--- config.mk ---
export PLATFORM = sky130hd
export DESIGN_NAME = lrtm_top
export DESIGN_NICKNAME = d
export VERILOG_FILES = /design/src/lrtm_pkg.sv /design/src/lrtm_temp_if.sv /design/src/lrtm_temp_chan.sv /design/src/lrtm_top.sv
export VERILOG_INCLUDE_DIRS = /design/src
export SDC_FILE = /design/constraint.sdc
export NUM_CORES = 1
export LEC_CHECK = 0
export BUFFER_PORTS_ARGS = -buffer_cell sky130_fd_sc_hd__buf_2
export CAP_MARGIN = 20
export CELL_PAD_IN_SITES_DETAIL_PLACEMENT = 1
export CELL_PAD_IN_SITES_GLOBAL_PLACEMENT = 1
export CORE_ASPECT_RATIO = 1.1
export CORE_MARGIN = 2
export CORE_UTILIZATION = 43
export DETAILED_ROUTE_END_ITERATION = 10
export GPL_ROUTABILITY_DRIVEN = 0
export GPL_TIMING_DRIVEN = 1
export MAX_ROUTING_LAYER = met4
export PLACE_DENSITY = 0.89
export SYNTH_ARGS = -nofsm -noshare
export SYNTH_HDL_FRONTEND = slang
export SYNTH_SLANG_ARGS = --single-unit
--- constraint.sdc ---
create_clock -name CLOCK -period 2.9 [get_ports CLOCK]
set_input_delay 0.435 -clock CLOCK [delete_from_list [all_inputs] [get_ports CLOCK]]
set_output_delay 0.435 -clock CLOCK [all_outputs]
set_load 0.05 [all_outputs]
--- src/lrtm_consts.svh ---
// constants for the limit switch and temperature monitor
`ifndef LRTM_CONSTS_SVH
`define LRTM_CONSTS_SVH

// parameter addresses
`define ADDR_REF_EVAL 16'h061c
`define ADDR_LNEG_EVAL 16'h061e
`define ADDR_LPOS_EVAL 16'h0620
`define ADDR_MOT_MAX 16'h0d20
`define ADDR_AMP_WARN 16'h100c
`define ADDR_AMP_MAX 16'h100e
`define ADDR_AMP_NOW 16'h1c20
`define ADDR_MOT_NOW 16'h1c22
`define ADDR_DEV_NOW 16'h1c24

// evaluation settings and reset value
`define EVAL_OFF 16'h0000
`define EVAL_NC 16'h0001
`define EVAL_NO 16'h0002
`define EVAL_RESET 16'h0001

// fixed temperature limits in degrees celsius
`define MOT_MAX_T 16'h006e
`define MOT_WARN_T 16'h0064
`define AMP_MAX_T 16'h005a
`define AMP_WARN_T 16'h0050
`define RES_MAX_T 16'h0078
`define RES_WARN_T 16'h006e

// overtemperature delay and clock rate
`define OVT_TIME_S 32'd5
`define CLK_HZ 32'd250000000

// channel indices and misc
`define CH_MOT 0
`define CH_AMP 1
`define CH_RES 2
`define NUM_CH 3
`define SW_NEG 0
`define SW_POS 1
`define SW_REF 2
`define ZERO16 16'h0000
`define CNT_ONE 32'h00000001
`define CNT_ZERO 32'h00000000

`endif

--- src/lrtm_pkg.sv ---
// types for the limit switch and temperature monitor
package lrtm_pkg;
	typedef enum logic [1:0] {
		LRTM_COOL = 2'h0,
		LRTM_WARM = 2'h1,
		LRTM_HOT = 2'h2,
		LRTM_TRIPPED = 2'h3
	} lrtm_chan_st_t;
endpackage

--- src/lrtm_temp_if.sv ---
// carrier between the top and one temperature channel
`timescale 1ns/100ps
interface lrtm_temp_if;
	logic signed [15:0] temp;
	logic signed [15:0] warn_lim;
	logic signed [15:0] max_lim;
	logic warn;
	logic trip;
	modport chan (input temp, input warn_lim, input max_lim,
		output warn, output trip);
	modport mon (output temp, output warn_lim, output max_lim,
		input warn, input trip);
endinterface

--- src/lrtm_temp_chan.sv ---
// one supervised temperature with warning and delayed trip
`timescale 1ns/100ps
`include "lrtm_consts.svh"
module lrtm_temp_chan
	import lrtm_pkg::*;
#(
	parameter int unsigned OVT_CYCLES = 32'd1250000000
) (
	input wire logic clk,
	input wire logic rst,
	lrtm_temp_if.chan tch
);
	lrtm_chan_st_t st_reg, st_next;
	logic [31:0] cnt_reg, cnt_next;
	logic warn_reg, warn_next;
	logic over, near;

	// compare against the fixed limits
	assign over = tch.temp > tch.max_lim;
	assign near = tch.temp >= tch.warn_lim;

	// next state of the channel
	always_comb begin
		st_next = st_reg;
		cnt_next = cnt_reg;
		case (st_reg)
			LRTM_TRIPPED: begin
				cnt_next = cnt_reg; // latched until reset
			end
			default: begin
				if (!over) begin
					cnt_next = `CNT_ZERO;
					st_next = near ? LRTM_WARM : LRTM_COOL;
				end else if (cnt_reg == OVT_CYCLES[31:0]) begin
					st_next = LRTM_TRIPPED;
				end else begin
					cnt_next = cnt_reg + `CNT_ONE;
					st_next = LRTM_HOT;
				end
			end
		endcase
		warn_next = near || over || (st_reg == LRTM_TRIPPED);
	end

	// register the channel state
	always_ff @(posedge clk) begin
		if (rst) begin
			st_reg <= LRTM_COOL;
			cnt_reg <= `CNT_ZERO;
			warn_reg <= 1'b0;
		end else begin
			st_reg <= st_next;
			cnt_reg <= cnt_next;
			warn_reg <= warn_next;
		end
	end

	assign tch.warn = warn_reg;
	assign tch.trip = (st_reg == LRTM_TRIPPED);
endmodule

--- src/lrtm_top.sv ---
// limit and reference switch evaluation with temperature supervision
`timescale 1ns/100ps
`include "lrtm_consts.svh"
module lrtm_top
	import lrtm_pkg::*;
#(
	parameter int unsigned OVT_CYCLES = `OVT_TIME_S * `CLK_HZ
) (
	// clock and reset
	input wire logic CLOCK,
	input wire logic RESET,
	// switch pins
	input wire logic NEGATIVE_TRAVEL_SWITCH,
	input wire logic POSITIVE_TRAVEL_SWITCH,
	input wire logic REFERENCE_SWITCH,
	// motion state
	input wire logic HOMING_TO_REF,
	// temperature readings
	input wire logic signed [15:0] TEMP_MOTOR,
	input wire logic signed [15:0] TEMP_AMP,
	input wire logic signed [15:0] TEMP_RESISTOR,
	input wire logic signed [15:0] TEMP_DEVICE,
	input wire logic MOTOR_SENSOR_KIND,
	// parameter access
	input wire logic [15:0] PAR_ADDR,
	input wire logic PAR_WR,
	input wire logic PAR_RD,
	input wire logic [15:0] PAR_WDATA,
	output logic [15:0] PAR_RDATA,
	output logic PAR_ACK,
	// switch results
	output logic NEG_LIMIT_HIT,
	output logic POS_LIMIT_HIT,
	output logic REF_HIT,
	output logic STOP_MOTOR,
	// temperature results
	output logic TEMP_WARN,
	output logic TEMP_ERR,
	output logic AMP_OFF,
	output logic CTRL_OFF
);
	logic [2:0] sw_meta_reg, sw_sync_reg;
	logic [15:0] ref_eval_reg, ref_eval_next;
	logic [15:0] lneg_eval_reg, lneg_eval_next;
	logic [15:0] lpos_eval_reg, lpos_eval_next;
	logic [15:0] rdata_next;
	logic neg_next, pos_next, ref_next;
	logic [`NUM_CH-1:0] warn_v, trip_v;
	logic signed [15:0] mon_temp [`NUM_CH];
	logic signed [15:0] mon_warn [`NUM_CH];
	logic signed [15:0] mon_max [`NUM_CH];

	// contact evaluation of one switch
	function automatic logic sw_active(input logic [15:0] mode,
		input logic lvl);
		logic act;
		act = 1'b0;
		if (mode == `EVAL_NC)
			act = !lvl; // opened contact is active
		else if (mode == `EVAL_NO)
			act = lvl;
		return act;
	endfunction

	// two-stage synchroniser for the switch pins, running through reset
	// so that a closed contact is not seen as open just after release
	always_ff @(posedge CLOCK) begin
		sw_meta_reg <= {REFERENCE_SWITCH, POSITIVE_TRAVEL_SWITCH,
			NEGATIVE_TRAVEL_SWITCH};
		sw_sync_reg <= sw_meta_reg;
	end

	// next values of the evaluation settings
	always_comb begin
		ref_eval_next = ref_eval_reg;
		lneg_eval_next = lneg_eval_reg;
		lpos_eval_next = lpos_eval_reg;
		if (PAR_WR) begin
			case (PAR_ADDR)
				`ADDR_REF_EVAL: begin
					if (PAR_WDATA == `EVAL_NC || PAR_WDATA == `EVAL_NO)
						ref_eval_next = PAR_WDATA;
				end
				`ADDR_LNEG_EVAL: begin
					if (PAR_WDATA <= `EVAL_NO)
						lneg_eval_next = PAR_WDATA;
				end
				`ADDR_LPOS_EVAL: begin
					if (PAR_WDATA <= `EVAL_NO)
						lpos_eval_next = PAR_WDATA;
				end
				default: begin
					ref_eval_next = ref_eval_reg; // read-only or unmapped
				end
			endcase
		end
	end

	// read data, limits are constants
	always_comb begin
		rdata_next = `ZERO16;
		case (PAR_ADDR)
			`ADDR_REF_EVAL: rdata_next = ref_eval_reg;
			`ADDR_LNEG_EVAL: rdata_next = lneg_eval_reg;
			`ADDR_LPOS_EVAL: rdata_next = lpos_eval_reg;
			`ADDR_MOT_MAX: rdata_next = `MOT_MAX_T;
			`ADDR_AMP_WARN: rdata_next = `AMP_WARN_T;
			`ADDR_AMP_MAX: rdata_next = `AMP_MAX_T;
			`ADDR_AMP_NOW: rdata_next = TEMP_AMP;
			`ADDR_DEV_NOW: rdata_next = TEMP_DEVICE;
			// no value for a switching sensor
			`ADDR_MOT_NOW: rdata_next = MOTOR_SENSOR_KIND ? `ZERO16 : TEMP_MOTOR;
			default: rdata_next = `ZERO16;
		endcase
	end

	// switch results
	always_comb begin
		neg_next = sw_active(lneg_eval_reg, sw_sync_reg[`SW_NEG]);
		pos_next = sw_active(lpos_eval_reg, sw_sync_reg[`SW_POS]);
		ref_next = HOMING_TO_REF
			&& sw_active(ref_eval_reg, sw_sync_reg[`SW_REF]);
	end

	// register settings and outputs
	always_ff @(posedge CLOCK) begin
		if (RESET) begin
			ref_eval_reg <= `EVAL_RESET;
			lneg_eval_reg <= `EVAL_RESET;
			lpos_eval_reg <= `EVAL_RESET;
			PAR_RDATA <= `ZERO16;
			PAR_ACK <= 1'b0;
			NEG_LIMIT_HIT <= 1'b0;
			POS_LIMIT_HIT <= 1'b0;
			REF_HIT <= 1'b0;
			STOP_MOTOR <= 1'b0;
			TEMP_WARN <= 1'b0;
			TEMP_ERR <= 1'b0;
			AMP_OFF <= 1'b0;
			CTRL_OFF <= 1'b0;
		end else begin
			ref_eval_reg <= ref_eval_next;
			lneg_eval_reg <= lneg_eval_next;
			lpos_eval_reg <= lpos_eval_next;
			PAR_RDATA <= PAR_RD ? rdata_next : `ZERO16;
			PAR_ACK <= PAR_RD || PAR_WR;
			NEG_LIMIT_HIT <= neg_next;
			POS_LIMIT_HIT <= pos_next;
			REF_HIT <= ref_next;
			STOP_MOTOR <= neg_next || pos_next;
			TEMP_WARN <= |warn_v;
			TEMP_ERR <= |trip_v;
			AMP_OFF <= |trip_v;
			CTRL_OFF <= |trip_v;
		end
	end

	assign mon_temp[`CH_MOT] = TEMP_MOTOR;
	assign mon_temp[`CH_AMP] = TEMP_AMP;
	assign mon_temp[`CH_RES] = TEMP_RESISTOR;
	assign mon_warn[`CH_MOT] = `MOT_WARN_T;
	assign mon_warn[`CH_AMP] = `AMP_WARN_T;
	assign mon_warn[`CH_RES] = `RES_WARN_T;
	assign mon_max[`CH_MOT] = `MOT_MAX_T;
	assign mon_max[`CH_AMP] = `AMP_MAX_T;
	assign mon_max[`CH_RES] = `RES_MAX_T;

	for (genvar i = 0; i < `NUM_CH; i++) begin : g_ch
		lrtm_temp_if tif ();
		assign tif.temp = mon_temp[i];
		assign tif.warn_lim = mon_warn[i];
		assign tif.max_lim = mon_max[i];
		assign warn_v[i] = tif.warn;
		assign trip_v[i] = tif.trip;
		lrtm_temp_chan #(.OVT_CYCLES(OVT_CYCLES)) u_chan (
			.clk(CLOCK),
			.rst(RESET),
			.tch(tif.chan)
		);
	end
endmodule

After elaboration in Yosys (flattened, before gate mapping)
Index checks and enable logic that the tools add are counted.

Register bits: 182. Output and inout bits: 25. Logic and storage cells: 107.

Add/subtract/negate cells: 3. Magnitude comparators: 7. Equality and inequality tests: 26. Mux-type cells: 23. Bitwise operators: 4. Reductions and logical operators: 22.

Operators with widths (number): 2-to-1 mux 32 bit (6); one-hot mux 16 bit (9 select lines) (1); adder 32 x 1 -> 32 bit (second input constant) (3); equality test 32 x 31 -> 1 bit (second input constant) (3); equality test 16 x 13 -> 1 bit (second input constant) (5); equality test 16 x 1 -> 1 bit (second input constant) (4); equality test 16 x 2 -> 1 bit (second input constant) (4); equality test 16 x 11 -> 1 bit (second input constant) (3); >= comparator 16 x 8 -> 1 bit (second input constant) (3); greater-than comparator 16 x 8 -> 1 bit (second input constant) (3); equality test 16 x 12 -> 1 bit (second input constant) (1); less-or-equal comparator 16 x 2 -> 1 bit (second input constant) (1); 2-to-1 mux 16 bit (1); 2-to-1 mux 1 bit (12); logical OR 1 bit (9); AND reduction 3 bit (3); equality test 2 bit (second input constant) (3); 2-to-1 mux 2 bit (3); != test 2 bit (second input constant) (3); AND reduction 2 bit (3); OR reduction 3 bit (2); inverter 1 bit (4); zero test 1 bit (3); OR reduction 2 bit (1); logical AND 1 bit (1).

Depth between registers and ports, before layout
Word-level depth: 4. Depth in mapped cells: 10. Depth with buffers taken out: 8.

Modules after synthesis
Synthesis repeated with hierarchy kept, for this count alone.

Cell total of the unflattened synthesis: 1383. Area, all modules: 11652.4 µm².

Modules (own cells, without submodules): lrtm_temp_chan (instances 3, cells an instance 354, area an instance 2790.2 µm², seq. area each 700.7 µm²); lrtm_top (instances 1, cells an instance 321, area an instance 3281.9 µm², seq. area each 1541.5 µm²).

Least setup slack after synthesis
OpenSTA, ideal clock, no wires.

Path kind: input -> register. From: input port TEMP_AMP[7]. To: register g_ch[1].u_chan.cnt_reg[28]. Library setup time: 0.071 ns. Data arrival time: 2.185 ns. Path slack: 0.644 ns. Stages: 7. Buffers on the path: 1. Path through: or4b_1 > o21ba_1 > a21oi_4 > o21ai_2 > buf_6 > or4_1 > a21oi_1.

Longest elaborated chain between the ends: 3. Elaborated cells on any way between the ends: 4. Those cells by class: order compare (1); eq/ne (1); mux (1); reduce/logical (1).

Ends and longest elaborated chain: start: declaration (line lrtm_top.sv:20) `input wire logic signed [15:0] TEMP_AMP,`; greater-than comparator 16 x 8 -> 1 bit (*) (line lrtm_temp_chan.sv:19) `assign over = tch.temp > tch.max_lim;`; != test 2 bit (no line); AND reduction 2 bit (no line); end signal: assignment (line lrtm_temp_chan.sv:49) `` cnt_reg <= `CNT_ZERO; ``; end signal: assignment (line lrtm_temp_chan.sv:53) `cnt_reg <= cnt_next;`; end: declaration (line lrtm_temp_chan.sv:14) `logic [31:0] cnt_reg, cnt_next;`.

Mark *: on every way between the ends. The rest lies on a longest branch, timed or not. A chain may end at the register's enable or synchronous reset.

Worst setup path after layout
From: register g_ch[1].u_chan.cnt_reg[0]. To: register g_ch[1].u_chan.cnt_reg[19].

Longest elaborated chain between the ends: 3. Elaborated cells on any way between the ends: 6. Those cells by class: add/sub (1); eq/ne (2); mux (2); reduce/logical (1).

Ends and longest elaborated chain: adder 32 x 1 -> 32 bit (no line) / equality test 32 x 31 -> 1 bit (equally long branches); 2-to-1 mux 32 bit / != test 2 bit (equally long branches); 2-to-1 mux 32 bit / AND reduction 2 bit (equally long branches).

Several ways; a longest one is shown, not always the timed one. The select of a mux whose other input is x is not followed.

==> run_results.csv <==
group,metric,value,unit
floorplanning,die_w,135,µm
timing,slew_violations,0,
floorplanning,die-area,19900,µm²
job,maxCapViolCount,0,
global_route,grt.total_usage,26.8,%
power_and_ir_drop,finalPower,5.13,mW
synthesis,synth-adder-area-share,0.930,%
worst_hold_path,hold_start,"REFERENCE_SWITCH",
global_route,grt_start_max_net_pins,33,
power_and_ir_drop,intPower,3.86,mW
power_and_ir_drop,power.share.clock,44.9,%
critical_path,cp-start-kind,"flip-flop",
synthesis,synth_top_family_by_area,"simple AND/OR/NAND/NOR gates",
timing,worstMarginPinSlew,0.762,ns
clock_network,cts_resized,0,
clock_network,cts_buffers,17,
outcome,status,"finished, final reports clean",
routing,post_drt_wl_per_cell,19.3,µm
floorplanning,core,18400,µm²
layout,stdcell_count,1302,
layout,antenna_cells,0,
place,numPortBuffers,129,
clock_network,cts_max_level,4,
timing,hold_viol,0,
synthesis,synthSimpleGateAreaFrac,29.3,%
synthesis,synth-seq-cells,182,
timing,finalCriticalPeriod,2.57,ns
timing,fmax,389,MHz
routing,ant_nets,0,
clock_network,cts_hold_buffers,0,
global_route,antenna_found_initial,0,
place,dpl_cell_area,9060,µm²
synthesis,synthArstFlopShare,0,%
floorplanning,io_pins,130,
synthesis,yosysWarningCount,0,
clock_network,post_cts_buffers,0,
power_and_ir_drop,power_switching,1.26,mW
clock_network,tritoncts,"built",
timing,timing.slew.headroom,49.0,%
routing,drc,0,
clock_network,clk_pin_slew_worst_paths,0.07,ns
place,dp_cells,1269,
synthesis,synth.avg_cell_area,8.85,µm²
critical_path,worstPathRequired,3.28,ns
power_and_ir_drop,power-per-cell-area,531,nW/µm²
synthesis,synth-compound-area-share,10.8,%
synthesis,synthMuxAreaShare,3.10,%
critical_path,cp_max_fo,18,
synthesis,synth_edf_count,0,
synthesis,syn_inst,912,
power_and_ir_drop,leakage,3.69,nW
layout,final_area,9650,µm²
worst_hold_path,min_path_type,"input port to flip-flop",
global_route,grt_pass1_vias,8061,
synthesis,yosysUniqueCellTypes,60,
power_and_ir_drop,swShare,24.7,%
place,dp_hpwl,17600,µm
clock_network,root_buffer,"clkbuf_16",
timing,setup_tns,0,ns
critical_path,regToRegEndpoint,"g_ch[1].u_chan.cnt_reg[19]",
synthesis,synth_nets,1023,
clock_network,cts_max_path_buffers,2,
clock_network,cts_num_sinks,182,
global_route,grt-ovfl-total,0,
routing,routed_wl,25200,µm
synthesis,ys_seq_area_share,45.2,%
timing,fin_ws,0.327,ns
routing,via_per_inst,5.84,
power_and_ir_drop,combPwrFrac,5.5,%
critical_path,end_kind,"flip-flop",
floorplanning,initial_core_util,43.8,%
synthesis,synth_area,8070,µm²
timing,hold_ws,0.0864,ns
critical_path,criticalPathCategory,"flip-flop to flip-flop",
critical_path,r2r_slack,0.33,ns
routing,drtIter0Drc,527,
layout,synthToLayoutAreaGrowth,19.6,%
power_and_ir_drop,pwr-share-seq,49.6,%
layout,layout-drive-gt1-share,19.8,%
routing,vias,7601,
global_route,grt_pass1_wl,41100,µm
timing,finalSetupViolCount,0,
floorplanning,rows,52,
critical_path,reg2reg_depth,9,
routing,drt_first_pass_iters,5,
synthesis,synth-xor-area-share,7.92,%
layout,fin_nets,1157,
clock_network,clock_latency,0.44,ns
timing,post-route-period-util,88.7,%
layout,finish.utilization,52.4,%
place,dpl_worst_slack,0.306,ns
worst_hold_path,hold_end,"sw_meta_reg[2]",
floorplanning,die_h,148,µm
layout,largest_reg_flops,96,
timing,finClkSkew,0.00902,ns
critical_path,worstPathArrival,2.95,ns
timing,rsz0062_at_grt,"false",
synthesis,synth_flop_cell,"dfxtp_1",
power_and_ir_drop,ir_drop,0.446,mV
worst_hold_path,hold_depth,1,
critical_path,worstReg2RegStart,"g_ch[1].u_chan.cnt_reg[0]",
==> metal layers <==
metal	routed length [µm]	track usage [%]
met5	0	-
met4	843	12.5
met3	1270	4.42
met2	13000	46.2
met1	10100	30.3
==> area by class of cell <==
cell class                      count  area (µm²)
Fill cell                        2156        8760
Timing Repair Buffer              153         838
Inverter                           16        60.1
Multi-Input combinational cell    676        4230
Clock buffer                       19         443
Tap cell                          243         304
Clock inverter                     13         135
Sequential cell                   182        3640
==> synth_stat cells, types with 6 or more instances <==
cell type / count / share of area [%]
nand2_1: 73 / 3.4
and4_1: 13 / 1.4
nor2_1: 109 / 5.1
xor2_1: 48 / 5.2
nand4_1: 31 / 2.4
and2_1: 35 / 2.7
nor3_1: 15 / 0.93
a22oi_1: 23 / 2.1
ha_1: 6 / 0.93
a31oi_1: 20 / 1.6
inv_1: 16 / 0.74
o21ai_0: 19 / 1.2
xnor2_1: 25 / 2.7
nor4_1: 28 / 2.2
nor4b_1: 14 / 1.5
dfxtp_1: 182 / 45
a21oi_1: 34 / 2.1
mux2i_1: 7 / 0.87
mux2_2: 16 / 2.2
clkbuf_1: 27 / 1.3
and3_1: 37 / 2.9
or3_1: 11 / 0.85
or4_1: 7 / 0.65
nand3_1: 46 / 2.9
o31ai_1: 7 / 0.65
==> worst max path at each step <==
stage / end / startpoint / slack [ns] / depth (start not counted)
final: g_ch[1].u_chan.cnt_reg[19] / g_ch[1].u_chan.cnt_reg[0] / 0.33 / 9
after floorplan: g_ch[1].u_chan.cnt_reg[28] / TEMP_AMP[7] / 0.64 / 7
after global routing: g_ch[1].u_chan.cnt_reg[19] / g_ch[1].u_chan.cnt_reg[0] / 0.14 / 9
after global placement: g_ch[1].u_chan.cnt_reg[24] / TEMP_AMP[7] / 0.40 / 7
after detailed placement: g_ch[1].u_chan.cnt_reg[19] / TEMP_AMP[7] / 0.31 / 8
after CTS: g_ch[1].u_chan.cnt_reg[19] / g_ch[1].u_chan.cnt_reg[0] / 0.36 / 9
==> logic make-up after synthesis <==
| kind of cell | count (synthesis) |
|---|---|
| simple gates | 442 |
| flops | 182 |
| compound gates | 132 |
| xor+xnor | 73 |
| buf+inv | 54 |
| mux | 23 |
| fa+ha+maj | 6 |
==> cells in the final DEF, fill, tap and decap left out, types with 7 or more instances in the layout <==
cell	Yosys	routed
a31oi_1	20	19
mux2_2	16	16
nor2_1	109	109
inv_1	16	16
o31ai_1	7	7
nand4_1	31	31
clkbuf_16	0	17
o21ai_0	19	19
nor3_1	15	15
nor4_1	28	26
and3_1	37	37
xor2_1	48	48
a21oi_1	34	34
dfxtp_1	182	182
nor4b_1	14	14
buf_4	2	23
xnor2_1	25	25
or3_1	11	11
buf_2	4	129
nand2_1	73	73
and2_1	35	35
a22oi_1	23	23
mux2i_1	7	7
nand3_1	46	46
or4_1	7	7
and4_1	13	13
==> worst max-delay path: stages (launching register included) <==
cell,delay (ns)
dfxtp_1,0.35
inv_1,0.07
ha_1,0.13
nor4b_1,0.25
nand4b_1,0.18
or3_1,0.48
o21ai_2,0.56
buf_4,0.24
o21ai_0,0.10
a21oi_1,0.15
==> power groups by stage <==
stage	Sequential (mW)	Combinational (mW)	Clock, mW
detailed placement	2.60	0.273	0
global placement	2.60	0.261	0
finish	2.54	0.280	2.30
CTS	2.54	0.277	2.33
global route	2.54	0.302	2.43
floorplan	2.61	0.108	0
(Power assumes the default switching activity.)
